$ cat config.mk
export PLATFORM = sky130hd
export DESIGN_NAME = gpib_port
export DESIGN_NICKNAME = d
export VERILOG_FILES = /design/src/pkg/gpib_pkg.sv /design/src/design/gpib_fifo.sv /design/src/design/gpib_port.sv
export SDC_FILE = /design/constraint.sdc
export NUM_CORES = 1
export LEC_CHECK = 0
export ABC_AREA = 1
export BUFFER_PORTS_ARGS = -buffer_cell sky130_fd_sc_hd__buf_2
export CORE_ASPECT_RATIO = 1.75
export CORE_UTILIZATION = 45
export CTS_CLUSTER_SIZE = 30
export DETAILED_ROUTE_END_ITERATION = 8
export HOLD_SLACK_MARGIN = 0.15
export PLACE_DENSITY = 0.68
export SETUP_SLACK_MARGIN = 0.15
export SYNTH_ARGS = -nofsm -noshare
export SYNTH_HDL_FRONTEND = slang
export SYNTH_SLANG_ARGS = --single-unit
$ cat constraint.sdc
create_clock -name core_clk -period 4.4 [get_ports core_clk]
set_input_delay 0.44 -clock core_clk [delete_from_list [all_inputs] [get_ports core_clk]]
set_output_delay 0.44 -clock core_clk [all_outputs]
set_load 0.02 [all_outputs]
$ cat src/pkg/gpib_pkg.sv
`default_nettype none
package gpib_pkg;
  // universal commands (hex codes as transmitted)
  localparam logic [7:0] CMD_LLO = 8'h11;
  localparam logic [7:0] CMD_DCL = 8'h14;
  localparam logic [7:0] CMD_PPU = 8'h15;
  localparam logic [7:0] CMD_SPE = 8'h18;
  localparam logic [7:0] CMD_SPD = 8'h19;
  // addressed commands
  localparam logic [7:0] CMD_GTL = 8'h01;
  localparam logic [7:0] CMD_SDC = 8'h04;
  localparam logic [7:0] CMD_PPC = 8'h05;
  localparam logic [7:0] CMD_GET = 8'h08;
  // address groups
  localparam logic [2:0] GRP_LAD = 3'h1;
  localparam logic [2:0] GRP_TAD = 3'h2;
  localparam logic [2:0] GRP_SEC = 3'h3;
  localparam logic [4:0] ADDR_UNADDR = 5'h1F;
  localparam logic [3:0] PPE_TAG = 4'h6;
  localparam logic [3:0] PPD_TAG = 4'h7;
  localparam int FIFO_DEPTH = 8;
  localparam int BYTE_W = 9;
  // byte with end flag
  typedef struct packed {
    logic eoi;
    logic [7:0] data;
  } gpib_byte_type;
  // acceptor and source handshake states
  typedef enum logic [1:0] {
    GPIB_AH_IDLE = 2'b00,
    GPIB_AH_READY = 2'b01,
    GPIB_AH_TAKEN = 2'b10
  } gpib_ah_type;
  typedef enum logic [1:0] {
    GPIB_SH_IDLE = 2'b00,
    GPIB_SH_WAIT = 2'b01,
    GPIB_SH_DAV = 2'b10,
    GPIB_SH_DROP = 2'b11
  } gpib_sh_type;
endpackage
`default_nettype wire

$ cat src/design/gpib_fifo.sv
`default_nettype none
module gpib_fifo #(
  parameter int WIDTH = 9,
  parameter int DEPTH = 8
) (
  // clock and reset
  input wire logic core_clk,
  input wire logic rst,
  input wire logic flush,
  // fill side
  input wire logic in_valid,
  output logic in_ready,
  input wire logic [WIDTH-1:0] in_data,
  // drain side
  output logic out_valid,
  input wire logic out_ready,
  output logic [WIDTH-1:0] out_data
);
  localparam int AW = $clog2(DEPTH);
  logic [WIDTH-1:0] mem [DEPTH];
  logic [AW:0] wp_r;
  logic [AW:0] rp_r;
  // honest full and empty from pointer compare
  assign in_ready = (wp_r[AW-1:0] != rp_r[AW-1:0]) || (wp_r[AW] == rp_r[AW]);
  assign out_valid = wp_r != rp_r;
  assign out_data = mem[rp_r[AW-1:0]];
  // storage
  always_ff @(posedge core_clk) begin
    if (in_valid && in_ready) mem[wp_r[AW-1:0]] <= in_data;
  end
  // pointers
  always_ff @(posedge core_clk) begin
    if (rst || flush) begin
      wp_r <= '0;
      rp_r <= '0;
    end else begin
      if (in_valid && in_ready) wp_r <= wp_r + 1'b1;
      if (out_valid && out_ready) rp_r <= rp_r + 1'b1;
    end
  end
endmodule // gpib_fifo
`default_nettype wire

$ cat src/design/gpib_port.sv
`default_nettype none
module gpib_port (
  // clock and reset
  input wire logic core_clk,
  input wire logic rst,
  // own primary address and local controls
  input wire logic [4:0] my_addr,
  input wire logic panel_local,
  input wire logic rsv,
  input wire logic [7:0] status_byte,
  // bus data lines, oe low drives
  input wire logic [7:0] dio_i,
  output logic [7:0] dio_o,
  output logic [7:0] dio_oe_n,
  // control lines
  input wire logic atn_n,
  input wire logic ifc_n,
  input wire logic ren_n,
  input wire logic eoi_i_n,
  output logic eoi_o_n,
  output logic eoi_oe_n,
  output logic srq_o_n,
  output logic srq_oe_n,
  // handshake lines
  input wire logic dav_i_n,
  output logic dav_o_n,
  output logic dav_oe_n,
  input wire logic nrfd_i_n,
  output logic nrfd_o_n,
  output logic nrfd_oe_n,
  input wire logic ndac_i_n,
  output logic ndac_o_n,
  output logic ndac_oe_n,
  // received device bytes
  output logic rx_valid,
  input wire logic rx_ready,
  output gpib_pkg::gpib_byte_type rx_byte,
  // bytes to send as talker
  input wire logic tx_valid,
  output logic tx_ready,
  input wire gpib_pkg::gpib_byte_type tx_byte,
  // state and events
  output logic remote_r,
  output logic lockout_r,
  output logic listen_r,
  output logic talk_r,
  output logic spoll_r,
  output logic trigger_r,
  output logic dev_clear_r
);
  gpib_pkg::gpib_ah_type ah_r;
  gpib_pkg::gpib_sh_type sh_r;
  gpib_pkg::gpib_byte_type sh_byte_r;
  logic clr;
  logic cmd_take;
  logic data_take;
  logic fifo_ready;
  logic rx_fifo_in_ready;
  logic ppc_wait_r;
  logic pp_cfg_r;
  logic pp_sense_r;
  logic [2:0] pp_line_r;
  logic sh_sb_r;
  logic pp_active;
  logic [7:0] pp_word;
  logic [7:0] b;

  // interface clear forces every function except remote/lockout to default
  assign clr = rst || !ifc_n;

  // command decoders used by the serial poll, trigger and clear process
  function automatic logic is_univ(input logic [7:0] v);
    return v[6:4] == 3'h1;
  endfunction
  function automatic logic is_addr(input logic [7:0] v);
    return v[6:4] == 3'h0;
  endfunction

  assign b = {1'b0, dio_i[6:0]};
  assign pp_active = !atn_n && !eoi_i_n;
  // acceptor only takes data while listening and fifo has room
  assign fifo_ready = !atn_n || (listen_r && rx_fifo_in_ready);

  // acceptor handshake
  always_ff @(posedge core_clk) begin
    if (clr) begin
      ah_r <= gpib_pkg::GPIB_AH_IDLE;
    end else begin
      case (ah_r)
        gpib_pkg::GPIB_AH_IDLE: if (dav_i_n && fifo_ready && (!atn_n || listen_r)) begin
          ah_r <= gpib_pkg::GPIB_AH_READY;
        end
        gpib_pkg::GPIB_AH_READY: if (!dav_i_n) begin
          ah_r <= gpib_pkg::GPIB_AH_TAKEN;
        end
        gpib_pkg::GPIB_AH_TAKEN: if (dav_i_n) begin
          ah_r <= gpib_pkg::GPIB_AH_IDLE;
        end
        default: ah_r <= gpib_pkg::GPIB_AH_IDLE;
      endcase
    end
  end

  assign cmd_take = ah_r == gpib_pkg::GPIB_AH_READY && !dav_i_n && !atn_n;
  assign data_take = ah_r == gpib_pkg::GPIB_AH_READY && !dav_i_n && atn_n && listen_r;
  // acceptor drives lines while participating
  assign nrfd_o_n = 1'b0;
  assign ndac_o_n = 1'b0;
  assign nrfd_oe_n = !(ah_r != gpib_pkg::GPIB_AH_READY && (!atn_n || listen_r));
  assign ndac_oe_n = !(ah_r != gpib_pkg::GPIB_AH_TAKEN && (!atn_n || listen_r));

  // addressing: listen and talk
  always_ff @(posedge core_clk) begin
    if (clr) begin
      listen_r <= 1'b0;
      talk_r <= 1'b0;
    end else if (cmd_take) begin
      if (b[6:5] == gpib_pkg::GRP_LAD[1:0]) begin
        if (b[4:0] == gpib_pkg::ADDR_UNADDR) listen_r <= 1'b0;
        else if (b[4:0] == my_addr) begin
          listen_r <= 1'b1;
          talk_r <= 1'b0;
        end
      end else if (b[6:5] == gpib_pkg::GRP_TAD[1:0]) begin
        if (b[4:0] == my_addr) begin
          talk_r <= 1'b1;
          listen_r <= 1'b0;
        end else talk_r <= 1'b0;
      end
    end
  end

  // remote/local with lockout
  always_ff @(posedge core_clk) begin
    if (rst || ren_n) begin
      remote_r <= 1'b0;
      lockout_r <= 1'b0;
    end else if (cmd_take && b == gpib_pkg::CMD_LLO) begin
      lockout_r <= 1'b1;
    end else if (cmd_take && listen_r && b == gpib_pkg::CMD_GTL) begin
      remote_r <= 1'b0;
    end else if (cmd_take && b[6:5] == gpib_pkg::GRP_LAD[1:0] && b[4:0] == my_addr) begin
      remote_r <= 1'b1;
    end else if (panel_local && !lockout_r) begin
      remote_r <= 1'b0;
    end
  end

  // serial poll, trigger and clear events
  always_ff @(posedge core_clk) begin
    if (clr) begin
      spoll_r <= 1'b0;
      trigger_r <= 1'b0;
      dev_clear_r <= 1'b0;
    end else begin
      trigger_r <= cmd_take && listen_r && is_addr(b) && b == gpib_pkg::CMD_GET;
      dev_clear_r <= cmd_take && (b == gpib_pkg::CMD_DCL || (listen_r && b == gpib_pkg::CMD_SDC));
      if (cmd_take && is_univ(b) && b == gpib_pkg::CMD_SPE) spoll_r <= 1'b1;
      else if (cmd_take && is_univ(b) && b == gpib_pkg::CMD_SPD) spoll_r <= 1'b0;
    end
  end

  // parallel poll configuration
  always_ff @(posedge core_clk) begin
    if (clr) begin
      ppc_wait_r <= 1'b0;
      pp_cfg_r <= 1'b0;
      pp_sense_r <= 1'b0;
      pp_line_r <= 3'h0;
    end else if (cmd_take) begin
      if (b == gpib_pkg::CMD_PPU) begin
        pp_cfg_r <= 1'b0;
        ppc_wait_r <= 1'b0;
      end else if (listen_r && b == gpib_pkg::CMD_PPC) begin
        ppc_wait_r <= 1'b1;
      end else if (ppc_wait_r && b[6:5] == gpib_pkg::GRP_SEC[1:0]) begin
        ppc_wait_r <= 1'b0;
        if (b[4] == 1'b0) begin
          pp_cfg_r <= 1'b1;
          pp_sense_r <= b[3];
          pp_line_r <= b[2:0];
        end else pp_cfg_r <= 1'b0;
      end else if (b[6:5] != gpib_pkg::GRP_SEC[1:0]) ppc_wait_r <= 1'b0;
    end
  end

  // receive buffer
  gpib_fifo #(.WIDTH(gpib_pkg::BYTE_W), .DEPTH(gpib_pkg::FIFO_DEPTH)) u_rx (
    .core_clk(core_clk),
    .rst(clr),
    .flush(dev_clear_r),
    .in_valid(data_take),
    .in_ready(rx_fifo_in_ready),
    .in_data({!eoi_i_n, dio_i}),
    .out_valid(rx_valid),
    .out_ready(rx_ready),
    .out_data(rx_byte)
  );

  // source handshake, serial poll sends status byte
  assign tx_ready = talk_r && atn_n && !spoll_r && sh_r == gpib_pkg::GPIB_SH_IDLE;
  always_ff @(posedge core_clk) begin
    if (clr) begin
      sh_r <= gpib_pkg::GPIB_SH_IDLE;
      sh_byte_r <= '0;
      sh_sb_r <= 1'b0;
    end else if (!atn_n && sh_r != gpib_pkg::GPIB_SH_IDLE) begin
      sh_r <= gpib_pkg::GPIB_SH_IDLE; // controller takes the bus
      sh_sb_r <= 1'b0;
    end else begin
      case (sh_r)
        gpib_pkg::GPIB_SH_IDLE: if (talk_r && atn_n) begin
          if (spoll_r && !sh_sb_r) begin
            sh_byte_r <= '{eoi: 1'b1, data: {status_byte[7], rsv, status_byte[5:0]}};
            sh_sb_r <= 1'b1;
            sh_r <= gpib_pkg::GPIB_SH_WAIT;
          end else if (!spoll_r && tx_valid) begin
            sh_byte_r <= tx_byte;
            sh_r <= gpib_pkg::GPIB_SH_WAIT;
          end
        end
        gpib_pkg::GPIB_SH_WAIT: if (nrfd_i_n) sh_r <= gpib_pkg::GPIB_SH_DAV;
        gpib_pkg::GPIB_SH_DAV: if (ndac_i_n) sh_r <= gpib_pkg::GPIB_SH_DROP;
        gpib_pkg::GPIB_SH_DROP: sh_r <= gpib_pkg::GPIB_SH_IDLE;
        default: sh_r <= gpib_pkg::GPIB_SH_IDLE;
      endcase
      if (!spoll_r) sh_sb_r <= 1'b0;
    end
  end
  // DAV low only while data stable
  assign dav_o_n = 1'b0;
  assign dav_oe_n = sh_r != gpib_pkg::GPIB_SH_DAV;
  assign eoi_o_n = 1'b0;
  assign eoi_oe_n = !((sh_r == gpib_pkg::GPIB_SH_WAIT || sh_r == gpib_pkg::GPIB_SH_DAV) && sh_byte_r.eoi
                     && !spoll_r);
  // service request
  assign srq_o_n = 1'b0;
  assign srq_oe_n = !(rsv && !clr);
  // parallel poll response overrides data lines
  assign pp_word = 8'h01 << pp_line_r;
  always_comb begin
    dio_o = 8'h00;
    dio_oe_n = 8'hFF;
    if (pp_active && pp_cfg_r && (rsv == pp_sense_r)) begin
      dio_oe_n = ~pp_word;
    end else if (sh_r == gpib_pkg::GPIB_SH_WAIT || sh_r == gpib_pkg::GPIB_SH_DAV) begin
      dio_o = sh_byte_r.data;
      dio_oe_n = ~sh_byte_r.data;
    end
  end
endmodule // gpib_port
`default_nettype wire

### Yosys cells after proc, flatten, opt, wreduce, memory -nomap -nowiden

Memories as Yosys holds them, arrays and structs flattened. A register that Yosys moved wholly into a read port is not among the register bits.
Cells that the tools add are included.

* memories kept: 1
* input bits: 43
* register bits: 35
* memory bits (writable): 72
* output and inout port bits: 44

* bitwise logic cells: 8
* add/sub/neg operators: 2
* reduce and logical (&&, ||, !) cells: 82
* mux-type cells: 42
* equal/unequal tests: 38
* shift operators: 1

Memory list
* u_rx.mem: depth 8, width 9, rd ports 1, clocked after memory_dff 1, write ports 1, line gpib_fifo.sv:20 `logic [WIDTH-1:0] mem [DEPTH];`

Operators by type and width (number)
* $logic_and 1x1->1: 38
* $eq 7x5->1 const B: 5
* $mux 8: 4
* $mux 1: 24
* $ne 2x2->1 const B: 11
* $mux 9: 2
* $mux 2: 8
* $not 8->8: 2
* $reduce_and 4->1: 4
* $eq 7x3->1 const B: 2
* $reduce_bool 2->1: 7
* $logic_not 1->1: 12
* $eq 2x2->1 const B: 5
* $reduce_and 3->1: 3
* $add 4x1->4 const B: 2
* $logic_or 1x1->1: 8
* $pmux 2 s4: 1
* $shl 1x3->8 const A: 1
* $eq 7x1->1 const B: 1
* $eq 7x4->1 const B: 1
* $eq 2x1->1 const B: 3
* $mux 3: 2
* $not 1->1: 6
* $pmux 2 s3: 1
* other kinds (16): 20

### Longest topological paths before layout

Gate-level depths: netlist of the first run.

* depth after elaboration: 8
* mapped depth: 10
* depth with buffers taken out: 10

### Modules after synthesis

From an unflattened synthesis of the first run, not the netlist that was laid out.

* cells, all modules: 580
* area, all modules: 5176.2 um^2

Modules (own cells, without submodules)
* gpib_fifo: cells an instance 321, area an instance 3470.8 um^2, instances 1
* gpib_port: cells an instance 259, area an instance 1705.4 um^2, instances 1

### Least setup slack after synthesis of the first run

OpenSTA, ideal clock, no wires.

* kind: flip-flop to flip-flop
* from: reg listen_r
* to: mem u_rx.mem[1][0], enable pin
* data required time: 4013 ps
* setup time: 387 ps
* period minus slack after synthesis: 2150 ps
* buffers on the path: 0
* cell stages (with the launch flop): 7
* path slack: 2250 ps
* arrival: 1764 ps
* cells stage by stage: dfxtp_1 -> inv_1 -> nor3_1 -> nand2_2 -> inv_1 -> nand2_1 -> nor3_1

* cells in the longest elaborated chain, start to end: 4

Ends and longest elaborated chain
* start: declaration: line gpib_port.sv:45 `output logic listen_r,`
* start signal: assignment: line gpib_port.sv:115 `listen_r <= 1'b0;`
* start signal: assignment: line gpib_port.sv:119 `if (b[4:0] == gpib_pkg::ADDR_UNADDR) listen_r <= 1'b0;`
* start signal: assignment: line gpib_port.sv:121 `listen_r <= 1'b1;`
* $logic_and 1x1->1: line gpib_port.sv:105 `assign data_take = ah_r == gpib_pkg::GPIB_AH_READY && !dav_i_n && atn_n && listen_r;`
* $logic_and 1x1->1: line gpib_fifo.sv:29 `if (in_valid && in_ready) mem[wp_r[AW-1:0]] <= in_data;`
* $mux 1: line gpib_fifo.sv:29
* $mux 1 (not written as such): line gpib_fifo.sv:29
* end: declaration: line gpib_fifo.sv:20

Every way passes these cells.

==> results of run 1 <==
-- power by group --
part           total [mW]  switching (mW)  internal (mW)
registers            1.10        0.000320           1.10
logic              0.0715          0.0479         0.0236
clock network       0.832           0.367          0.465
total                2.00           0.416           1.59
-- routing by layer --
layer	vias to the layer above	part of all wire [%]
met5	-	0
met4	0	2.7
met3	21	3.9
met2	136	55
met1	1865	38
li1	1984	-
-- per-stage QoR --
| stage | total power [mW] | setup WS (ns) | util [%] | cells | hold WS [ns] |
|---|---|---|---|---|---|
| 2_1_floorplan | 1.16 | 2.25 | - | 543 | 0.434 |
| 3_3_place_gp | 1.19 | 1.91 | 51.0 | 734 | 0.446 |
| 3_5_place_dp | 1.19 | 1.85 | 51.0 | 734 | 0.465 |
| 4_1_cts | 2.01 | 1.45 | 53.9 | 750 | 0.344 |
| 5_1_grt | 2.06 | 1.19 | 53.9 | 751 | 0.346 |
| 6_report | 2.00 | 1.42 | 53.9 | 751 | 0.348 |
-- cells by family (layout without fill, tap and decap cells) --
logic type | Yosys count | after routing | synth area share [%]
and+or+nand+nor | 230 | 230 | 19.7
AOI/OAI and AO/OA | 115 | 115 | 12.3
DFF | 110 | 110 | 58.3
buffers and inverters | 65 | 142 | 5.79
xor gates and xnor gates | 11 | 11 | 2.07
adders and majority gates | 7 | 7 | 1.75
other | 1 | 6 | 0.0747
-- sequential cells by signal, indices dropped and copies added (netlist names), 2 cells and up, named ones only --
register	count
pp_line_r	3
sh_r	2
u_rx.wp_r	4
u_rx.mem	72
u_rx.rp_r	4
ah_r	2
sh_byte_r	9
-- critical path, stage by stage (launching register included) --
cell and delay, ns:
dfxtp_1 0.30, buf_4 0.23, inv_1 0.72, o21ai_0 0.21
o22ai_1 0.20, nor2_1 0.09, a31oi_1 0.20, buf_2 0.21
-- cell usage in the layout, fill, tap and decap left out, types with 2 or more instances in the layout --
master,netlist,final
a21oi_1,39,39
a31oi_1,12,12
buf_2,7,80
buf_4,6,4
clkbuf_16,0,9
clkinv_1,2,2
conb_1,1,5
dfxtp_1,38,38
edfxtp_1,72,72
ha_1,7,7
inv_1,32,32
inv_2,8,8
nand2_1,65,65
nand2_2,5,5
nand3_1,25,25
nand3_2,2,2
nand4_1,3,3
nor2_1,112,112
nor3_1,8,8
nor3_2,2,2
o21ai_0,46,46
o21ai_1,3,3
o22ai_1,9,9
o31ai_1,2,2
xnor2_1,7,7
xor2_1,3,3
-- layout make-up --
| cell class | count | area, um2 | area share, % |
|---|---|---|---|
| tap | 130 | 163 | 2.80 |
| clock inverter | 5 | 66.3 | 1.14 |
| antenna | 1 | 2.50 | 0.0431 |
| inverter | 42 | 158 | 2.72 |
| multi-input combinational | 368 | 1820 | 31.3 |
| clock buffer | 11 | 243 | 4.18 |
| timing repair buffer | 84 | 430 | 7.42 |
| sequential | 110 | 2920 | 50.4 |
-- final timing paths --
| check | to | cells after the start |
|---|---|---|
| hold / removal | lockout_r | 3 |
| setup reg to reg | u_rx.mem[6][0] | 7 |
| setup / recovery | rx_byte[8] | 7 |
| hold reg to reg | sh_byte_r[8] | 2 |
==> flow_metrics.py, run 1 <==
metrics = {
    "yosys": {
        "syn_area_um2": 5020,
        "post-synth-top-area-cell": "edfxtp_1",
        "ys_seq_area_share_pct": 58.3,
        "synthCells": 539,
        "yosysWarnings": 0,
        "async_flop_share_pct": 0,
        "synth-seq-cells": 110,
        "synth_edf_count": 72,
        "yosysMostFrequentCell": "nor2_1",
        "yosysTopAreaCellShare_pct": 43.1,
        "avgSynthCellArea_um2": 9.31,
        "yosys-top-cells-area": "edfxtp_1 (43%), dfxtp_1 (15%), nor2_1 (8.4%), nand2_1 (4.9%), o21ai_0 (4.6%)",
        "synthFlopType": "edfxtp_1",
        "synth_cell_types": 40,
        "synthTopCellsByCount": "nor2_1 (112), edfxtp_1 (72), nand2_1 (65)",
    },
    "sta": {
        "rsz0062_at_grt": "false",
        "finalSetupTns_ns": 0,
        "maxSlewViolCount": 0,
        "hold_violations": 0,
        "period_share_pct": 67.7,
        "slew_headroom_pct": 33.9,
        "skew_ns": 0.00581,
        "finalWorstPathRequiredPeriod_ns": 2.98,
        "worstMarginPinSlew_ns": 0.987,
        "fmax_mhz": 336,
        "setup_viol": 0,
    },
    "grt": {
        "grtUsageMet3_pct": 3.47,
        "grtUsageTotal_pct": 20.9,
        "use_met2_pct": 37.8,
        "grt_pass1_vias": 3939,
        "antenna_found_initial": 1,
        "busiest_layer": "met2",
        "grt_pass1_wl_um": 18300,
        "grt_overflow": 0,
        "grt_max_degree": 38,
        "met1_usage_pct": 22.9,
    },
    "die": {
        "ios": 87,
        "start_util_pct": 46.6,
        "die_y_um": 142,
        "die_x_um": 81.8,
        "die_area_um2": 11600,
        "core_um2": 10800,
        "rows": 50,
    },
    "final_layout": {
        "drive_gt1_share_pct": 19.8,
        "fillers": 944,
        "syn2layout_area_growth_pct": 15.7,
        "design_area_um2": 5800,
        "final_net_count": 665,
    },
    "clocking": {
        "postCtsSetupBuffers": 0,
        "root_buffer": "clkbuf_16",
        "cts.sinks": 110,
        "path_clk_slew_ns": 0.07,
        "cts-buffers-inserted": 9,
        "cts_htree_levels": 3,
        "cts_hold_buf": 0,
        "insertion_delay_ns": 0.34,
        "cts_tree": "yes",
        "cts_resized": 0,
        "clk_path_buf_depth": 2,
    },
    "detailed_routing": {
        "drt-initial-drc-count": 223,
        "drt_first_pass_iters": 4,
        "viasPerCell": 5.33,
        "wl_per_cell_um": 15.1,
        "drc": 0,
        "routed_wl_um": 11300,
        "vias": 4006,
        "drtAntennaViolNets": 0,
    },
    "placement": {
        "hpwlAfterDp_um": 7900,
        "numPortBuffers": 80,
        "place.gp.congestion": 0.824,
        "place_area_um2": 5490,
    },
    "setup_path": {
        "cp.required_ns": 3.96,
        "worstPathMaxFanout": 37,
        "critical_path_class": "register to output pin",
        "cp.arrival_ns": 2.54,
        "rrSetupSlack_ns": 2.00,
        "end_kind": "output pin",
        "critical_path.reg2reg.startpoint": "u_rx.wp_r[1]",
        "cp-start-kind": "register",
    },
    "power_and_ir_drop": {
        "power_density_nw_per_um2": 345,
        "p_leak_nw": 2.21,
        "peakVddDrop_mv": 0.291,
    },
    "run_status": {
        "status": "completed",
    },
    "worst_hold_path": {
        "min-delay-start": "ren_n",
        "hold_class": "primary input to register",
    },
    "job": {
        "cap_violations": 0,
    },
}
Note: power is estimated with default switching activity, not from simulation.
==> inputs of run 2 (changes only) <==
Settings changed: ABC_AREA 1 to 0.
Clock period 4.4 ns to 2.8 ns, I/O delays scaled along.
==> run 2 against run 1 <==
Net effect:
- first-iteration DRC count decreased by 39%
- clock power increased by 67%
- final cell count decreased by 21%
- sequential power increased by 57%
- sequential share of layout area decreased by 0.29 points
- design area increased by 0.58%
- critical path type is now register to register
- highest routed layer unchanged
- largest power group unchanged
==> flow_metrics.py, run 2 <==
metrics = {
    "yosys": {
        "async_flop_share_pct": 0,
        "post-synth-top-area-cell": "edfxtp_1",
        "yosysTopAreaCellShare_pct": 43.7,
        "synthFlopType": "edfxtp_1",
        "yosys-top-cells-area": "edfxtp_1 (44%), dfxtp_1 (15%), mux4_2 (8.2%), nor2_1 (2.4%), mux2_2 (2.0%)",
        "synthTopCellsByCount": "edfxtp_1 (72), dfxtp_1 (38), nor2_1 (31)",
        "synth_edf_count": 72,
        "syn_area_um2": 4950,
        "synth-seq-cells": 110,
        "synth_cell_types": 57,
        "ys_seq_area_share_pct": 59.1,
        "yosysMostFrequentCell": "edfxtp_1",
        "avgSynthCellArea_um2": 13.2,
        "synthCells": 376,
        "yosysWarnings": 0,
    },
    "power_and_ir_drop": {
        "p_leak_nw": 2.05,
        "peakVddDrop_mv": 0.364,
        "comb_power_share_pct": 3.5,
        "p_sw_share_pct": 19.3,
        "switchingPower_mw": 0.623,
        "power_density_nw_per_um2": 553,
        "clkPwrFrac_pct": 43.0,
        "p_int_mw": 2.60,
        "power_frac_seq_pct": 53.5,
    },
    "die": {
        "core_um2": 10700,
        "die_x_um": 81.3,
        "die_y_um": 141,
        "rows": 50,
        "start_util_pct": 46.2,
        "ios": 87,
        "die_area_um2": 11400,
    },
    "final_layout": {
        "final_common_cell": "buf_2",
        "layoutNonFillerInstCount": 597,
        "diodes": 0,
        "fillers": 891,
        "drive_gt1_share_pct": 32.8,
        "final_net_count": 512,
        "final_cell_mix": "buf_2 (80), edfxtp_1 (72), dfxtp_1 (38)",
        "syn2layout_area_growth_pct": 18.0,
        "largest_register_ffs": 72,
    },
    "worst_hold_path": {
        "whs_path_depth": 3,
        "min-delay-start": "ren_n",
        "min_to": "lockout_r",
        "hold_class": "primary input to register",
    },
    "detailed_routing": {
        "drc": 0,
        "drt-initial-drc-count": 137,
        "viasPerCell": 5.50,
        "drt_first_pass_iters": 4,
        "wl_per_cell_um": 17.2,
        "drtAntennaViolNets": 0,
        "vias": 3281,
        "routed_wl_um": 10300,
    },
    "sta": {
        "skew_ns": 0.00490,
        "worstMarginPinSlew_ns": 1.10,
        "maxSlewViolCount": 0,
        "fin_hold_ws_ns": 0.188,
        "slew_headroom_pct": 26.5,
        "setup_viol": 0,
        "period_share_pct": 83.1,
        "finalWorstPathRequiredPeriod_ns": 2.33,
        "fmax_mhz": 430,
        "finalSetupTns_ns": 0,
        "rsz0062_at_grt": "false",
        "hold_violations": 0,
    },
    "clocking": {
        "root_buffer": "clkbuf_16",
        "cts_tree": "yes",
        "cts.sinks": 110,
        "insertion_delay_ns": 0.34,
        "cts_resized": 0,
        "cts_hold_buf": 0,
        "cts-buffers-inserted": 9,
        "postCtsSetupBuffers": 0,
        "path_clk_slew_ns": 0.07,
        "clk_path_buf_depth": 2,
        "cts_htree_levels": 3,
    },
    "placement": {
        "hpwlAfterDp_um": 7640,
        "place.gp.congestion": 0.812,
        "dp_cells": 581,
        "numPortBuffers": 80,
    },
    "grt": {
        "grt_max_degree": 19,
        "grt_pass1_wl_um": 16100,
        "grt_overflow": 0,
        "grt_pass1_vias": 3261,
        "antenna_found_initial": 0,
        "grtUsageTotal_pct": 19.2,
    },
    "job": {
        "cap_violations": 0,
    },
    "setup_path": {
        "rrSetupSlack_ns": 0.47,
        "worstPathMaxFanout": 10,
        "cp.required_ns": 2.76,
        "ff2ff_path_depth": 4,
        "end_kind": "register",
        "cp.arrival_ns": 2.29,
        "worst_r2r_endpoint": "u_rx.mem[4][7]",
        "critical_path_class": "register to register",
        "critical_path.reg2reg.startpoint": "u_rx.wp_r[2]",
        "cp-start-kind": "register",
    },
    "run_status": {
        "status": "completed",
    },
}
## run 2: changes by cell type after synthesis, moves of 7 or more
cell,previous run,this run
inv_2,8,1
a21oi_1,39,17
nand3_1,25,13
mux2_2,0,9
nand2_1,65,21
a31oi_1,12,2
inv_1,32,12
mux4_2,0,18
a211oi_1,1,10
and3_1,0,9
o22ai_1,9,0
nor2_1,112,31
mux2i_1,0,9
o21ai_0,46,13
## run 2: how the worst max path moves through the flow
stage | to | startpoint | depth (start not counted)
6_report | u_rx.mem[4][7] | u_rx.wp_r[2] | 4
5_1_grt | u_rx.mem[4][4] | u_rx.wp_r[2] | 4
4_1_cts | u_rx.mem[4][5] | u_rx.wp_r[2] | 4
3_5_place_dp | u_rx.mem[4][3] | u_rx.wp_r[2] | 4
3_3_place_gp | u_rx.mem[4][8] | atn_n | 5
2_1_floorplan | u_rx.mem[4][0] | listen_r | 5
## run 2: stage by stage
step                setup WS (ns)  util [%]  instance area (um2)  power, mW
floorplan                   0.247         -                 4960       1.82
global placement            0.526      51.5                 5500       1.87
detailed placement          0.452      51.5                 5500       1.87
CTS                         0.448      54.6                 5840       3.25
global route                0.317      54.6                 5840       3.33
finish                      0.473      54.6                 5840       3.23
## run 2: cell families after synthesis
logic type	count (synthesis)	synth area share (%)
and+or+nand+nor	121	13.9
DFF	110	59.1
AOI/OAI and AO/OA	51	6.70
muxes	36	12.1
buffers and inverters	36	3.79
xor gates and xnor gates	14	2.63
adders and majority gates	7	1.77
other	1	0.0758
## run 2: cell type report
class                   instances  area [um2]  area share, %
flip-flops and latches        110        2920           50.1
multi-input cells             234        1860           31.9
repair buffers                 94         505           8.66
clock buffers                  12         256           4.39
well taps                     130         163           2.79
clock inverters                 4        77.6           1.33
inverters                      13        48.8          0.836
## run 2: metal layers
| metal | wire length, um | global-route usage, % | vias up | part of all wire [%] |
|---|---|---|---|---|
| met2 | 5700 | 35.6 | 109 | 56 |
| met4 | 174 | 5.92 | 0 | 1.7 |
| li1 | - | - | 1570 | - |
| met3 | 536 | 4.66 | 14 | 5.2 |
| met5 | 0 | 0 | - | 0 |
| met1 | 3850 | 20.5 | 1588 | 38 |
## run 2: power by group through the flow
| stage | logic, mW | registers [mW] | clock network, mW |
|---|---|---|---|
| after floorplan | 0.0552 | 1.76 | 0 |
| after global placement | 0.110 | 1.76 | 0 |
| after detailed placement | 0.113 | 1.76 | 0 |
| final | 0.112 | 1.73 | 1.39 |
| after global routing | 0.124 | 1.72 | 1.48 |
| after CTS | 0.113 | 1.73 | 1.41 |
## run 2: critical path, cell delays in order (launching register included)
cell,delay [ns]
dfxtp_1,0.51
xor2_1,0.22
or4b_4,0.19
nand2_4,0.08
nor4b_2,0.95
